### src/rtl/afcs_pkg.sv
/*
 * Constants and layouts for the analog frequency command select block.
 * Assumes a 100 MHz clock_i and a single AHB-Lite master.
 */
package afcs_pkg;
  // register byte offsets and decode width
  localparam int ADDR_W = 8;
  localparam logic [7:0] CFG_OFS = 8'h00;
  localparam logic [7:0] STAT_OFS = 8'h04;
  // configuration field positions
  localparam int CFG_PAIR_LSB = 0;
  localparam int CFG_TRIM_LSB = 2;
  localparam int CFG_FILT_LSB = 4;
  localparam int CFG_ASGN_BIT = 12;
  localparam int CFG_SRC_LSB = 16;
  // status field positions
  localparam int ST_FREQ_LSB = 0;
  localparam int ST_REV_BIT = 16;
  localparam int ST_ACT_BIT = 17;
  localparam int ST_BIPM_BIT = 18;
  localparam int ST_TRIM_BIT = 19;
  // setting encodings
  localparam logic [1:0] PAIR_VC = 2'h0;
  localparam logic [1:0] PAIR_VB = 2'h1;
  localparam logic [1:0] TRIM_BIP = 2'h0;
  localparam logic [1:0] TRIM_UNI = 2'h1;
  localparam logic [1:0] TRIM_BI = 2'h2;
  localparam logic [1:0] TRIM_OFF = 2'h3;
  localparam logic [7:0] SRC_ANALOG = 8'h01;
  // filter length limits and reset values
  localparam logic [4:0] FILT_MIN = 5'h01;
  localparam logic [4:0] FILT_MAX = 5'h1E;
  localparam int FILT_DEPTH = 30;
  localparam logic [4:0] FILT_RST = 5'h08;
  localparam logic [7:0] SRC_RST = 8'h01;
  localparam logic ASGN_RST = 1'b1;
  localparam logic [1:0] PAIR_RST = 2'h0;
  localparam logic [1:0] TRIM_RST = 2'h0;
  // sample and command widths, full-scale frequency code
  localparam int DW = 12;
  localparam int FW = 10;
  localparam logic [9:0] FREQ_MAX = 10'h3FF;
endpackage

### src/rtl/afcs_reg_if.sv
/*
 * Register access carrier between the bus slave and the block core.
 * Assumes one writer (the bus slave) and word-wide register access.
 */
`timescale 1ns/1ns
interface afcs_reg_if;
  logic wr;
  logic [7:0] addr;
  logic [31:0] wdata;
  logic [31:0] rdata;
  modport slv (output wr, output addr, output wdata, input rdata);
  modport core (input wr, input addr, input wdata, output rdata);
endinterface // afcs_reg_if

### src/rtl/afcs_filter.sv
/*
 * Moving-average filter for one signed analog channel.
 * Assumes n_i stays within 1..30; a change of n_i restarts the window.
 */
`timescale 1ns/1ns
module afcs_filter import afcs_pkg::*; (
  input wire logic clock_i,
  input wire logic rst_n_i,
  input wire logic [4:0] n_i,
  input wire logic valid_i,
  input wire logic signed [11:0] x_i,
  output logic signed [11:0] y_o,
  output logic valid_o
);
  typedef struct packed {
    logic [FILT_DEPTH-1:0][DW-1:0] hist;
    logic signed [16:0] sum;
    logic [4:0] n_last;
    logic signed [DW-1:0] y;
    logic vld;
  } afcs_filt_t;
  afcs_filt_t s, n;

  // window update: add newest, drop the one leaving the window
  always_comb begin
    logic signed [16:0] old;
    old = '0;
    n = s;
    n.vld = 1'b0;
    if (valid_i) begin
      if (n_i != s.n_last) begin
        // restart keeps the sum consistent with the new window length
        n.hist = '0;
        n.sum = '0;
        n.n_last = n_i;
      end
      old = 17'(signed'(n.hist[5'(n_i - 5'h01)]));
      n.sum = 17'(n.sum + 17'(x_i) - old);
      n.hist = {n.hist[FILT_DEPTH-2:0], x_i};
      n.y = DW'(n.sum / signed'({12'h000, n_i}));
      n.vld = 1'b1;
    end
  end

  always_ff @(posedge clock_i or negedge rst_n_i) begin
    if (!rst_n_i) begin
      s <= '0;
    end else begin
      s <= n;
    end
  end

  assign y_o = s.y;
  assign valid_o = s.vld;
endmodule // afcs_filter

### src/rtl/afcs_ahb.sv
/*
 * AHB-Lite slave front end: one wait state per transfer, always OKAY.
 * Assumes single word transfers; the core answers reads combinationally.
 */
`timescale 1ns/1ns
module afcs_ahb import afcs_pkg::*; (
  input wire logic clock_i,
  input wire logic rst_n_i,
  input wire logic hsel_i,
  input wire logic [31:0] haddr_i,
  input wire logic [1:0] htrans_i,
  input wire logic hwrite_i,
  input wire logic [31:0] hwdata_i,
  input wire logic hready_i,
  output logic [31:0] hrdata_o,
  output logic hreadyout_o,
  afcs_reg_if.slv rif
);
  typedef enum logic {AHB_IDLE = 1'b0, AHB_DATA = 1'b1} afcs_ahb_st_t;
  typedef struct packed {
    afcs_ahb_st_t st;
    logic wr;
    logic [ADDR_W-1:0] addr;
    logic [31:0] rdata;
    logic ready;
  } afcs_ahb_t;
  afcs_ahb_t s, n;

  // the wait state keeps a read right after a write from seeing stale data
  always_comb begin
    n = s;
    case (s.st)
      AHB_IDLE: begin
        if (hsel_i && htrans_i[1] && hready_i) begin
          n.st = AHB_DATA;
          n.wr = hwrite_i;
          n.addr = haddr_i[ADDR_W-1:0];
          n.ready = 1'b0;
        end
      end
      AHB_DATA: begin
        n.st = AHB_IDLE;
        n.ready = 1'b1;
        n.rdata = s.wr ? s.rdata : rif.rdata;
      end
      default: begin
        n.st = AHB_IDLE;
        n.ready = 1'b1;
      end
    endcase
  end

  always_ff @(posedge clock_i or negedge rst_n_i) begin
    if (!rst_n_i) begin
      s <= '{st: AHB_IDLE, wr: 1'b0, addr: 8'h00, rdata: 32'h0000_0000,
             ready: 1'b1};
    end else begin
      s <= n;
    end
  end

  // write strobe lands in the first data-phase cycle
  assign rif.wr = (s.st == AHB_DATA) && s.wr;
  assign rif.addr = s.addr;
  assign rif.wdata = hwdata_i;
  assign hrdata_o = s.rdata;
  assign hreadyout_o = s.ready;
endmodule // afcs_ahb

### src/rtl/afcs_top.sv
/*
 * Analog frequency command select: filters the voltage, current and
 * bipolar samples, routes them per the select terminal and settings,
 * and forms a saturated frequency command with a direction.
 * Assumes samples arrive with sample_valid_i, synchronous to clock_i,
 * and that software reaches the settings over AHB-Lite.
 */
`timescale 1ns/1ns
module afcs_top import afcs_pkg::*; (
  input wire logic clock_i,
  input wire logic rst_n_i,
  // AHB-Lite slave
  input wire logic hsel_i,
  input wire logic [31:0] haddr_i,
  input wire logic [1:0] htrans_i,
  input wire logic hwrite_i,
  input wire logic [2:0] hsize_i,
  input wire logic [31:0] hwdata_i,
  input wire logic hready_i,
  output logic [31:0] hrdata_o,
  output logic hreadyout_o,
  output logic hresp_o,
  // digitised analog front end
  input wire logic sample_valid_i,
  input wire logic [9:0] voltage_input_i,
  input wire logic [9:0] current_input_i,
  input wire logic signed [10:0] bipolar_trim_input_i,
  input wire logic analog_type_select_i,
  // frequency command
  output logic [FW-1:0] freq_cmd_o,
  output logic reverse_o,
  output logic analog_active_o
);
  typedef struct packed {
    logic [1:0] input_pair_setting;
    logic [1:0] trim_mode_setting;
    logic [4:0] analog_filter_setting;
    logic select_assigned;
    logic [7:0] frequency_source_setting;
    logic [FW-1:0] freq;
    logic rev;
    logic active;
    logic bip_main;
    logic trim_on;
    logic [FW-1:0] bus_freq;
    logic bus_rev;
  } afcs_core_t;
  afcs_core_t s, n;

  afcs_reg_if rif ();

  logic signed [DW-1:0] filt_x [3];
  logic signed [DW-1:0] filt_y [3];
  logic [2:0] filt_v;
  logic upd;
  logic signed [13:0] v_s;
  logic signed [13:0] c_s;
  logic signed [13:0] b_s;
  logic [FW-1:0] vc_sat;
  logic [FW-1:0] b_abs;
  logic [2:0] size_unused;

  // clip to the command range: negative goes to zero, overflow to full scale
  function automatic logic [FW-1:0] sat_cmd(input logic signed [13:0] x);
    if (x < 14'sh0000) begin
      sat_cmd = 10'h000;
    end else if (x > 14'(FREQ_MAX)) begin
      sat_cmd = FREQ_MAX;
    end else begin
      sat_cmd = x[FW-1:0];
    end
  endfunction

  // filter length written outside 1..30 is pulled to the nearest limit
  function automatic logic [4:0] clamp_filt(input logic [4:0] f);
    if (f < FILT_MIN) begin
      clamp_filt = FILT_MIN;
    end else if (f > FILT_MAX) begin
      clamp_filt = FILT_MAX;
    end else begin
      clamp_filt = f;
    end
  endfunction

  // all three channels see the same filter length
  assign filt_x[0] = DW'($signed({2'h0, voltage_input_i}));
  assign filt_x[1] = DW'($signed({2'h0, current_input_i}));
  assign filt_x[2] = DW'(bipolar_trim_input_i);

  generate
    for (genvar g = 0; g < 3; g++) begin : g_filt
      afcs_filter u_filt (
        .clock_i(clock_i),
        .rst_n_i(rst_n_i),
        .n_i(s.analog_filter_setting),
        .valid_i(sample_valid_i),
        .x_i(filt_x[g]),
        .y_o(filt_y[g]),
        .valid_o(filt_v[g])
      );
    end
  endgenerate

  // filtered channels widened so the sums cannot overflow
  assign upd = &filt_v;
  assign v_s = 14'(filt_y[0]);
  assign c_s = 14'(filt_y[1]);
  assign b_s = 14'(filt_y[2]);
  assign vc_sat = sat_cmd(14'(v_s + c_s));
  assign b_abs = sat_cmd((b_s < 14'sh0000) ? 14'(-b_s) : b_s);
  assign size_unused = hsize_i;

  afcs_ahb u_ahb (
    .clock_i(clock_i),
    .rst_n_i(rst_n_i),
    .hsel_i(hsel_i),
    .haddr_i(haddr_i),
    .htrans_i(htrans_i),
    .hwrite_i(hwrite_i),
    .hwdata_i(hwdata_i),
    .hready_i(hready_i),
    .hrdata_o(hrdata_o),
    .hreadyout_o(hreadyout_o),
    .rif(rif.slv)
  );

  // routing, trim and direction; settings writes share the same process
  always_comb begin
    logic signed [13:0] mainv;
    logic signed [13:0] trimv;
    logic signed [13:0] tot;
    logic signed [13:0] b_uni;
    logic bip_main;
    logic trim_on;
    logic rev_ok;
    bip_main = 1'b0;
    trim_on = 1'b0;
    rev_ok = 1'b0;
    tot = 14'sh0000;
    n = s;
    mainv = v_s;
    trimv = 14'sh0000;
    b_uni = (b_s < 14'sh0000) ? 14'sh0000 : b_s;
    if (s.select_assigned) begin
      bip_main = analog_type_select_i &&
                 (s.input_pair_setting == PAIR_VB);
      if (!analog_type_select_i) begin
        mainv = v_s;
      end else if (bip_main) begin
        mainv = b_s;
      end else begin
        mainv = c_s;
      end
      trim_on = ((s.trim_mode_setting == TRIM_UNI) ||
                 (s.trim_mode_setting == TRIM_BI)) && !bip_main;
      rev_ok = (s.trim_mode_setting == TRIM_BI) || bip_main;
    end else begin
      // pair setting deliberately not consulted here
      bip_main = (s.trim_mode_setting == TRIM_BIP);
      mainv = bip_main ? b_s : 14'(v_s + c_s);
      trim_on = (s.trim_mode_setting == TRIM_UNI) ||
                (s.trim_mode_setting == TRIM_BI);
      rev_ok = bip_main || (s.trim_mode_setting == TRIM_BI);
    end
    if (trim_on) begin
      trimv = (s.trim_mode_setting == TRIM_UNI) ? b_uni : b_s;
    end
    tot = 14'(mainv + trimv);
    if (upd) begin
      n.bip_main = bip_main;
      n.trim_on = trim_on;
      if (s.frequency_source_setting != SRC_ANALOG) begin
        n.freq = 10'h000;
        n.rev = 1'b0;
        n.active = 1'b0;
      end else if (rev_ok && (tot < 14'sh0000)) begin
        n.freq = sat_cmd(14'(-tot));
        n.rev = 1'b1;
        n.active = 1'b1;
      end else begin
        n.freq = sat_cmd(tot);
        n.rev = 1'b0;
        n.active = 1'b1;
      end
    end
    // status mirror for the bus, kept apart from the driven outputs
    n.bus_freq = n.freq;
    n.bus_rev = n.rev;
    if (rif.wr && (rif.addr == CFG_OFS)) begin
      n.input_pair_setting = rif.wdata[CFG_PAIR_LSB +: 2];
      n.trim_mode_setting = rif.wdata[CFG_TRIM_LSB +: 2];
      n.analog_filter_setting =
        clamp_filt(rif.wdata[CFG_FILT_LSB +: 5]);
      n.select_assigned = rif.wdata[CFG_ASGN_BIT];
      n.frequency_source_setting = rif.wdata[CFG_SRC_LSB +: 8];
    end
  end

  always_ff @(posedge clock_i or negedge rst_n_i) begin
    if (!rst_n_i) begin
      s <= '{input_pair_setting: PAIR_RST, trim_mode_setting: TRIM_RST,
             analog_filter_setting: FILT_RST, select_assigned: ASGN_RST,
             frequency_source_setting: SRC_RST, freq: 10'h000,
             rev: 1'b0, active: 1'b0, bip_main: 1'b0, trim_on: 1'b0,
             bus_freq: 10'h000, bus_rev: 1'b0};
    end else begin
      s <= n;
    end
  end

  // read decode; unmapped offsets read zero
  always_comb begin
    rif.rdata = 32'h0000_0000;
    case (rif.addr)
      CFG_OFS: begin
        rif.rdata[CFG_PAIR_LSB +: 2] = s.input_pair_setting;
        rif.rdata[CFG_TRIM_LSB +: 2] = s.trim_mode_setting;
        rif.rdata[CFG_FILT_LSB +: 5] = s.analog_filter_setting;
        rif.rdata[CFG_ASGN_BIT] = s.select_assigned;
        rif.rdata[CFG_SRC_LSB +: 8] = s.frequency_source_setting;
      end
      STAT_OFS: begin
        rif.rdata[ST_FREQ_LSB +: FW] = s.bus_freq;
        rif.rdata[ST_REV_BIT] = s.bus_rev;
        rif.rdata[ST_ACT_BIT] = s.active;
        rif.rdata[ST_BIPM_BIT] = s.bip_main;
        rif.rdata[ST_TRIM_BIT] = s.trim_on;
      end
      default: begin
        rif.rdata = 32'h0000_0000;
      end
    endcase
  end

  assign freq_cmd_o = s.freq;
  assign reverse_o = s.rev;
  assign analog_active_o = s.active;
  assign hresp_o = 1'b0; // every transfer answers OKAY
endmodule // afcs_top

### config.mk
export PLATFORM = sky130hd
export DESIGN_NAME = afcs_top
export DESIGN_NICKNAME = d
export VERILOG_FILES = /design/src/rtl/afcs_pkg.sv /design/src/rtl/afcs_reg_if.sv /design/src/rtl/afcs_filter.sv /design/src/rtl/afcs_ahb.sv /design/src/rtl/afcs_top.sv
export SDC_FILE = /design/constraint.sdc
export NUM_CORES = 2
export LEC_CHECK = 0
export ABC_AREA = 1
export BUFFER_PORTS_ARGS = -buffer_cell sky130_fd_sc_hd__buf_2
export CORE_UTILIZATION = 45
export CTS_BUF_LIST = sky130_fd_sc_hd__clkbuf_4 sky130_fd_sc_hd__clkbuf_8
export DETAILED_ROUTE_END_ITERATION = 16
export GPL_ROUTABILITY_DRIVEN = 0
export GPL_TIMING_DRIVEN = 1
export SLEW_MARGIN = 20
export SYNTH_ARGS = -nofsm -noshare
export SYNTH_HDL_FRONTEND = slang
export SYNTH_SLANG_ARGS = --single-unit
### constraint.sdc
create_clock -name clock_i -period 40.7 [get_ports clock_i]
set_input_delay 8.14 -clock clock_i [delete_from_list [all_inputs] [get_ports clock_i]]
set_output_delay 8.14 -clock clock_i [all_outputs]
set_load 0.05 [all_outputs]
; ---- Yosys cells after proc, flatten, opt, wreduce, memory -nomap -nowiden
; Cells that the tools add are included.
[word_totals]
reg_bits = 1242
inputBits = 107
[classes]
addsub = 10
n_div = 3
magnitude_cmp = 8
eq_ne = 12
n_mux = 42
bitwise = 2
n_reduce_logical = 19
[ops]
columns = cell, count
row1 = 2-to-1 mux 382 bit, 6
row2 = binary-select mux 12 bit (select 5 bit), 3
row3 = 2-to-1 mux 14 bit, 7
row4 = 2-to-1 mux 12 bit, 5
row5 = adder 17 x 11 -> 17 bit, 3
row6 = divider 17 x 6 -> 17 bit, 3
row7 = subtractor 17 x 12 -> 17 bit, 3
row8 = 2-to-1 mux 10 bit, 5
row9 = "> comparator 14 x 10 -> 1 bit, second input constant", 2
row10 = "< comparator 14 x 1 -> 1 bit, second input constant", 2
row11 = one-hot mux 9 bit (2 select lines), 1
row12 = != test 5 bit, 3
row13 = adder 14 bit, 1
row14 = negation 14 bit, 1
row15 = adder 12 x 12 -> 13 bit, 1
row16 = "< comparator 12 x 1 -> 1 bit, second input constant", 1
row17 = 2-to-1 mux 5 bit, 2
row18 = AND reduction 2 bit, 5
row19 = 2-to-1 mux 1 bit, 9
row20 = "equality test 8 x 3 -> 1 bit, second input constant", 1
row21 = zero test 8 bit, 1
row22 = "!= test 2 x 1 -> 1 bit, second input constant", 4
row23 = "!= test 8 x 1 -> 1 bit, second input constant", 1
row24 = one-hot mux 4 bit (2 select lines), 1
row25 = 14 further kinds, 25

; ---- Depth between registers and ports, before layout
[logic_depth]
ltp_word = 13
depth_mapped = 235
ltp_nobuf = 224

; ---- Cells and area by module
; Synthesis repeated with hierarchy kept, for this count alone.
[unflattened]
hier_cells = 13207
area_unflattened_um2 = 89626.0
[by_module_without_submodules]
columns = mod, instances, cells_per_inst, area_per_inst_um2, seq_area_each_um2
row1 = afcs_filter (g_filt[1].u_filt ...), 2, 4132, 27900.5, 9884.5
row2 = afcs_filter (g_filt[0].u_filt), 1, 4036, 27527.7, 9884.5
row3 = afcs_top, 1, 647, 4007.6, 804.5
row4 = afcs_ahb, 1, 260, 2289.7, 1077.3

; ---- Worst setup path after synthesis
; Ideal clock, no wire load.
[synth_timing]
path_kind = input to register
startpoint = input bipolar_trim_input_i[10]
endpoint = register g_filt[2].u_filt.s, in the netlist g_filt[2].u_filt.y_o[10]
setup_time_ns = 0.133
arrival_ns = 37.062
required_ns = 40.567
setup_slack_ns = 3.505
path_stages = 211
n_path_buf = 10
cell_sequence = inv_1 fa_1 inv_1 ha_1 nand2_1 o21ai_1 nand2_1 and2_1 nand2_1 nand3_1 and2_1 buf_4 buf_6 buf_6 nand3_1 nor2_1 ha_1 o21ai_0 [175 not listed] buf_8 nand2_1 o21ai_0 ha_1 a21boi_0 o21a_1 o21ai_0 nand2_1 a21oi_1 nand3_1 nor2_1 nand3_2 nor2_4 ha_1 nand4_1 o41ai_1 xor2_1 o21ai_0
[synth_via]
elab_chain_cells = 3
[synth_rtl]
columns = element, line
row1 = start: declaration, afcs_top.sv:27  ; input wire logic signed [10:0] bipolar_trim_input_i,
row2 = adder 17 x 11 -> 17 bit, afcs_filter.sv:38  ; n.sum = 17'(n.sum + 17'(x_i) - old);
row3 = subtractor 17 x 12 -> 17 bit, afcs_filter.sv:38
row4 = divider 17 x 6 -> 17 bit, afcs_filter.sv:40  ; n.y = DW'(n.sum / signed'({12'h000, n_i}));
row5 = end signal: assignment, afcs_filter.sv:49  ; s <= n;
row6 = end: declaration, afcs_filter.sv:22  ; afcs_filt_t s, n;
; Every way passes these cells.
; A chain may end at the register's enable or synchronous reset.

; ---- Worst setup path after layout
[layout_timing]
startpoint = input voltage_input_i[1]
endpoint = register g_filt[0].u_filt.s, in the netlist g_filt[0].u_filt.y_o[8]
[layout_via]
elab_chain_cells = 3
[layout_rtl]
columns = element, line
row1 = start: declaration, afcs_top.sv:25  ; input wire logic [9:0] voltage_input_i,
row2 = adder 17 x 11 -> 17 bit, afcs_filter.sv:38
row3 = subtractor 17 x 12 -> 17 bit, afcs_filter.sv:38
row4 = divider 17 x 6 -> 17 bit, afcs_filter.sv:40
row5 = end signal: assignment, afcs_filter.sv:49
row6 = end: declaration, afcs_filter.sv:22
; Every way passes these cells.

==> impl_metrics.toml <==
[route]
via_per_inst = 5.29
drt_iter0_drc = 5662
wl_um = 224000
num_vias = 74300
ant_nets = 0
firstDrtPassIters = 8
drc = 0
wl_per_cell_um = 16.0

[layout]
fill_cells = 17700
fin_area_sq_um = 86900
final_nets = 12000
layout-drive-gt1-share = 0.103
syn2layout_area_growth_pct = 8.14

[logic_synthesis]
yosysSeqAreaShare = 0.341
synthArstFlopShare = 1.00
synth_compound_area_frac = 0.158
avgSynthCellArea_sq_um = 6.87
synth_mux_area_frac = 0.000498
synth_edf_count = 0
ys_types = 86
ys_ff_latch = 1095
synth_xor_area_frac = 0.0247
yosys.area_share.simple = 0.308
synth-adder-area-share = 0.0598
syn_inst = 11700
synthFlopType = "dfrtp_1"
ys_warn_count = 0
netlist_area_sq_um = 80300
synth_top_family_by_area = "simple AND/OR/NAND/NOR gates"

[worst_setup_path]
timing.rr.start = "s[34]"
worstSetupPathType = "input port to register"
timing.rr.end = "g_filt[0].u_filt.y_o[8]"
r2r_setup_slack_ns = 5.28
cp-start-kind = "input port"
ff2ff_path_depth = 205
endpoint = "g_filt[0].u_filt.y_o[8]"
cp_top_family = "simple AND/OR/NAND/NOR gates"
critPathArrivalTime_ns = 38.41
required_ns = 41.46
cp_common_cell = "nand2_1"
slowest_delay_ns = 0.57
cp_num_buf_inv = 32
cp-end-kind = "register"
worst-path-stages = 197
cp_slowest_cell = "fa_1"
crit_fanout = 12
crit_start = "voltage_input_i[1]"

[cts]
h-tree-depth = 4
path_clk_slew_ns = 0.06
cts_hold_buf = 0
cts_buffers = 197
clock_latency_ns = 0.93
clk_path_buf_depth = 3
clock-sinks = 1095
cts_tree = "yes"
root_buffer = "clkbuf_8"

[sta]
drv_slew = 0
rsz0062_at_grt = "yes"
fin_skew_ns = 0.0691
timing.final.crit_share = 0.925
period_needed_ns = 37.66
tightest_slew_ns = 1.18
finalHoldViolCount = 0
maxSlewHeadroom = 0.213
maxClockFrequency_mhz = 26.6
setup_viol = 0

[floorplan]
io_pins = 153
dieArea_sq_um = 180000
die_w_um = 425
die_h_um = 425
core_sq_um = 177000
start_util = 0.455
fp-row-count = 154

[grt]
grt_usage = 0.248
grt_pass1_vias = 70200
grt_max_degree = 283
grt.overflow.total = 0
grt_antenna_before_repair = 7
grt_pass1_wl_um = 367000

[placement]
post_dp_cell_area_sq_um = 81900
hpwl_um = 147000
portBuffers = 96

[worst_hold_path]
hp-class = "register to register"

[run_status]
status = "completed"

[run]
drv_cap = 0
flip-flops by register name, summed over array words and instances (netlist names):
register / cells
u_ahb.hrdata_o: 19
analog_active_o: 1
g_filt.u_filt.valid_o: 1
u_ahb.s: 2
s: 31
u_ahb.hreadyout_o: 1
g_filt.u_filt.y_o: 36
g_filt.u_filt.s: 996
u_ahb.rif.addr: 8
worst min-delay path: cells and delay by family (launching register included):
kind | cells | cell delay, ns
flops | 1 | 0.34
simple gates | 2 | 0.11
cell usage in the layout (no fill, tap or decap), types with 41 or more instances in the layout:
cell,synthesis,layout
nor2_2,46,55
clkbuf_8,15,257
nor2_4,50,58
nor3_1,82,82
nand3_2,73,72
inv_2,43,48
o21ai_1,35,43
buf_4,53,169
clkbuf_4,0,64
nand4_1,112,112
nand2_1,3160,3158
xor2_1,162,160
xnor2_1,53,52
dfrtp_1,1091,1090
buf_2,1,94
nand3b_1,41,41
nand3_1,585,584
ha_1,323,321
nor2_1,1182,1165
o22ai_1,83,83
nand2_2,118,116
o21ai_0,1446,1435
o31ai_1,50,48
inv_1,1407,1393
a21oi_1,381,372
nand2_4,52,55
metrics by stage:
stage / setup WS (ns) / setup TNS, ns / cells / hold slack (ns) / utilization
2_1_floorplan: 3.51 / 0 / 11700 / 0.442 / -
3_3_place_gp: 0.843 / 0 / 13700 / 0.460 / 0.464
3_5_place_dp: 0.166 / 0 / 13700 / 0.465 / 0.464
4_1_cts: 1.03 / 0 / 14000 / 0.471 / 0.488
5_1_grt: -0.0629 / -0.149 / 14000 / 0.492 / 0.492
6_report: 3.04 / 0 / 14000 / 0.474 / 0.492
final cells by class:
class	count	area (sq um)	share of cell area
Sequential cell	1095	27400	0.315
Tap cell	2340	2930	0.0337
Clock inverter	31	322	0.00370
Antenna cell	2	5.00	0.0000576
Clock buffer	321	4020	0.0462
Multi-Input combinational cell	8515	44700	0.515
Inverter	1471	5590	0.0643
Timing Repair Buffer	272	1910	0.0220
logic make-up (layout without fill, tap and decap cells):
family | after synthesis | count (layout)
simple gates | 5624 | 5624
compound gates | 2291 | 2291
buf+inv | 2104 | 2095
flops | 1095 | 1095
fa+ha+maj | 361 | 361
xor+xnor | 221 | 221
mux | 4 | 4
other cells | 1 | 16
synthesized netlist by cell type, drive strengths merged (13+ instances only):
| cell | instances | area (sq um) |
|---|---|---|
| a2111oi | 20 | 175 |
| a211oi | 22 | 170 |
| a21o | 21 | 158 |
| a21oi | 390 | 1990 |
| a311oi | 19 | 166 |
| a31oi | 21 | 138 |
| a32o | 16 | 160 |
| buf | 194 | 1300 |
| clkbuf | 438 | 1790 |
| clkinv | 16 | 68.8 |
| dfrtp | 1091 | 27300 |
| fa | 38 | 761 |
| ha | 323 | 4040 |
| inv | 1455 | 5470 |
| nand2 | 3331 | 13200 |
| nand3 | 683 | 4100 |
| nand3b | 42 | 319 |
| nand4 | 121 | 822 |
| nor2 | 1282 | 5370 |
| nor3 | 89 | 487 |
| nor4 | 17 | 106 |
| o211ai | 16 | 120 |
| o21ai | 1500 | 7590 |
| o21bai | 31 | 236 |
| o22ai | 83 | 519 |
| o311ai | 16 | 140 |
| o31ai | 50 | 375 |
| o32ai | 13 | 114 |
| or2 | 36 | 225 |
| xnor2 | 53 | 464 |
| xor2 | 168 | 1520 |
metal layers:
layer	track usage	wire length [um]	up-vias
met3	0.0279	10900	316
met5	0	13	-
met2	0.407	102000	1594
met1	0.347	106000	35100
li1	-	-	37300
met4	0.0611	4670	2
how the worst min path moves through the flow:
stage                             startpoint                      end  cells past startpoint
floorplan           g_filt[2].u_filt.valid_o                    s[12]                      2
global placement      g_filt[2].u_filt.s[36]   g_filt[2].u_filt.s[36]                      2
detailed placement    g_filt[1].u_filt.s[99]   g_filt[1].u_filt.s[99]                      2
CTS                 g_filt[2].u_filt.valid_o                    s[12]                      2
global route         g_filt[2].u_filt.s[116]  g_filt[2].u_filt.s[116]                      2
finish              g_filt[2].u_filt.valid_o                    s[12]                      2
repair_timing:
item,CTS,global route
setup buffers,0,41
gates resized for setup,0,73
endpoints found under the setup margin,0,36
Power is not shown: default switching activity piles up to over one toggle a cycle in this logic, so the estimate is an artifact.
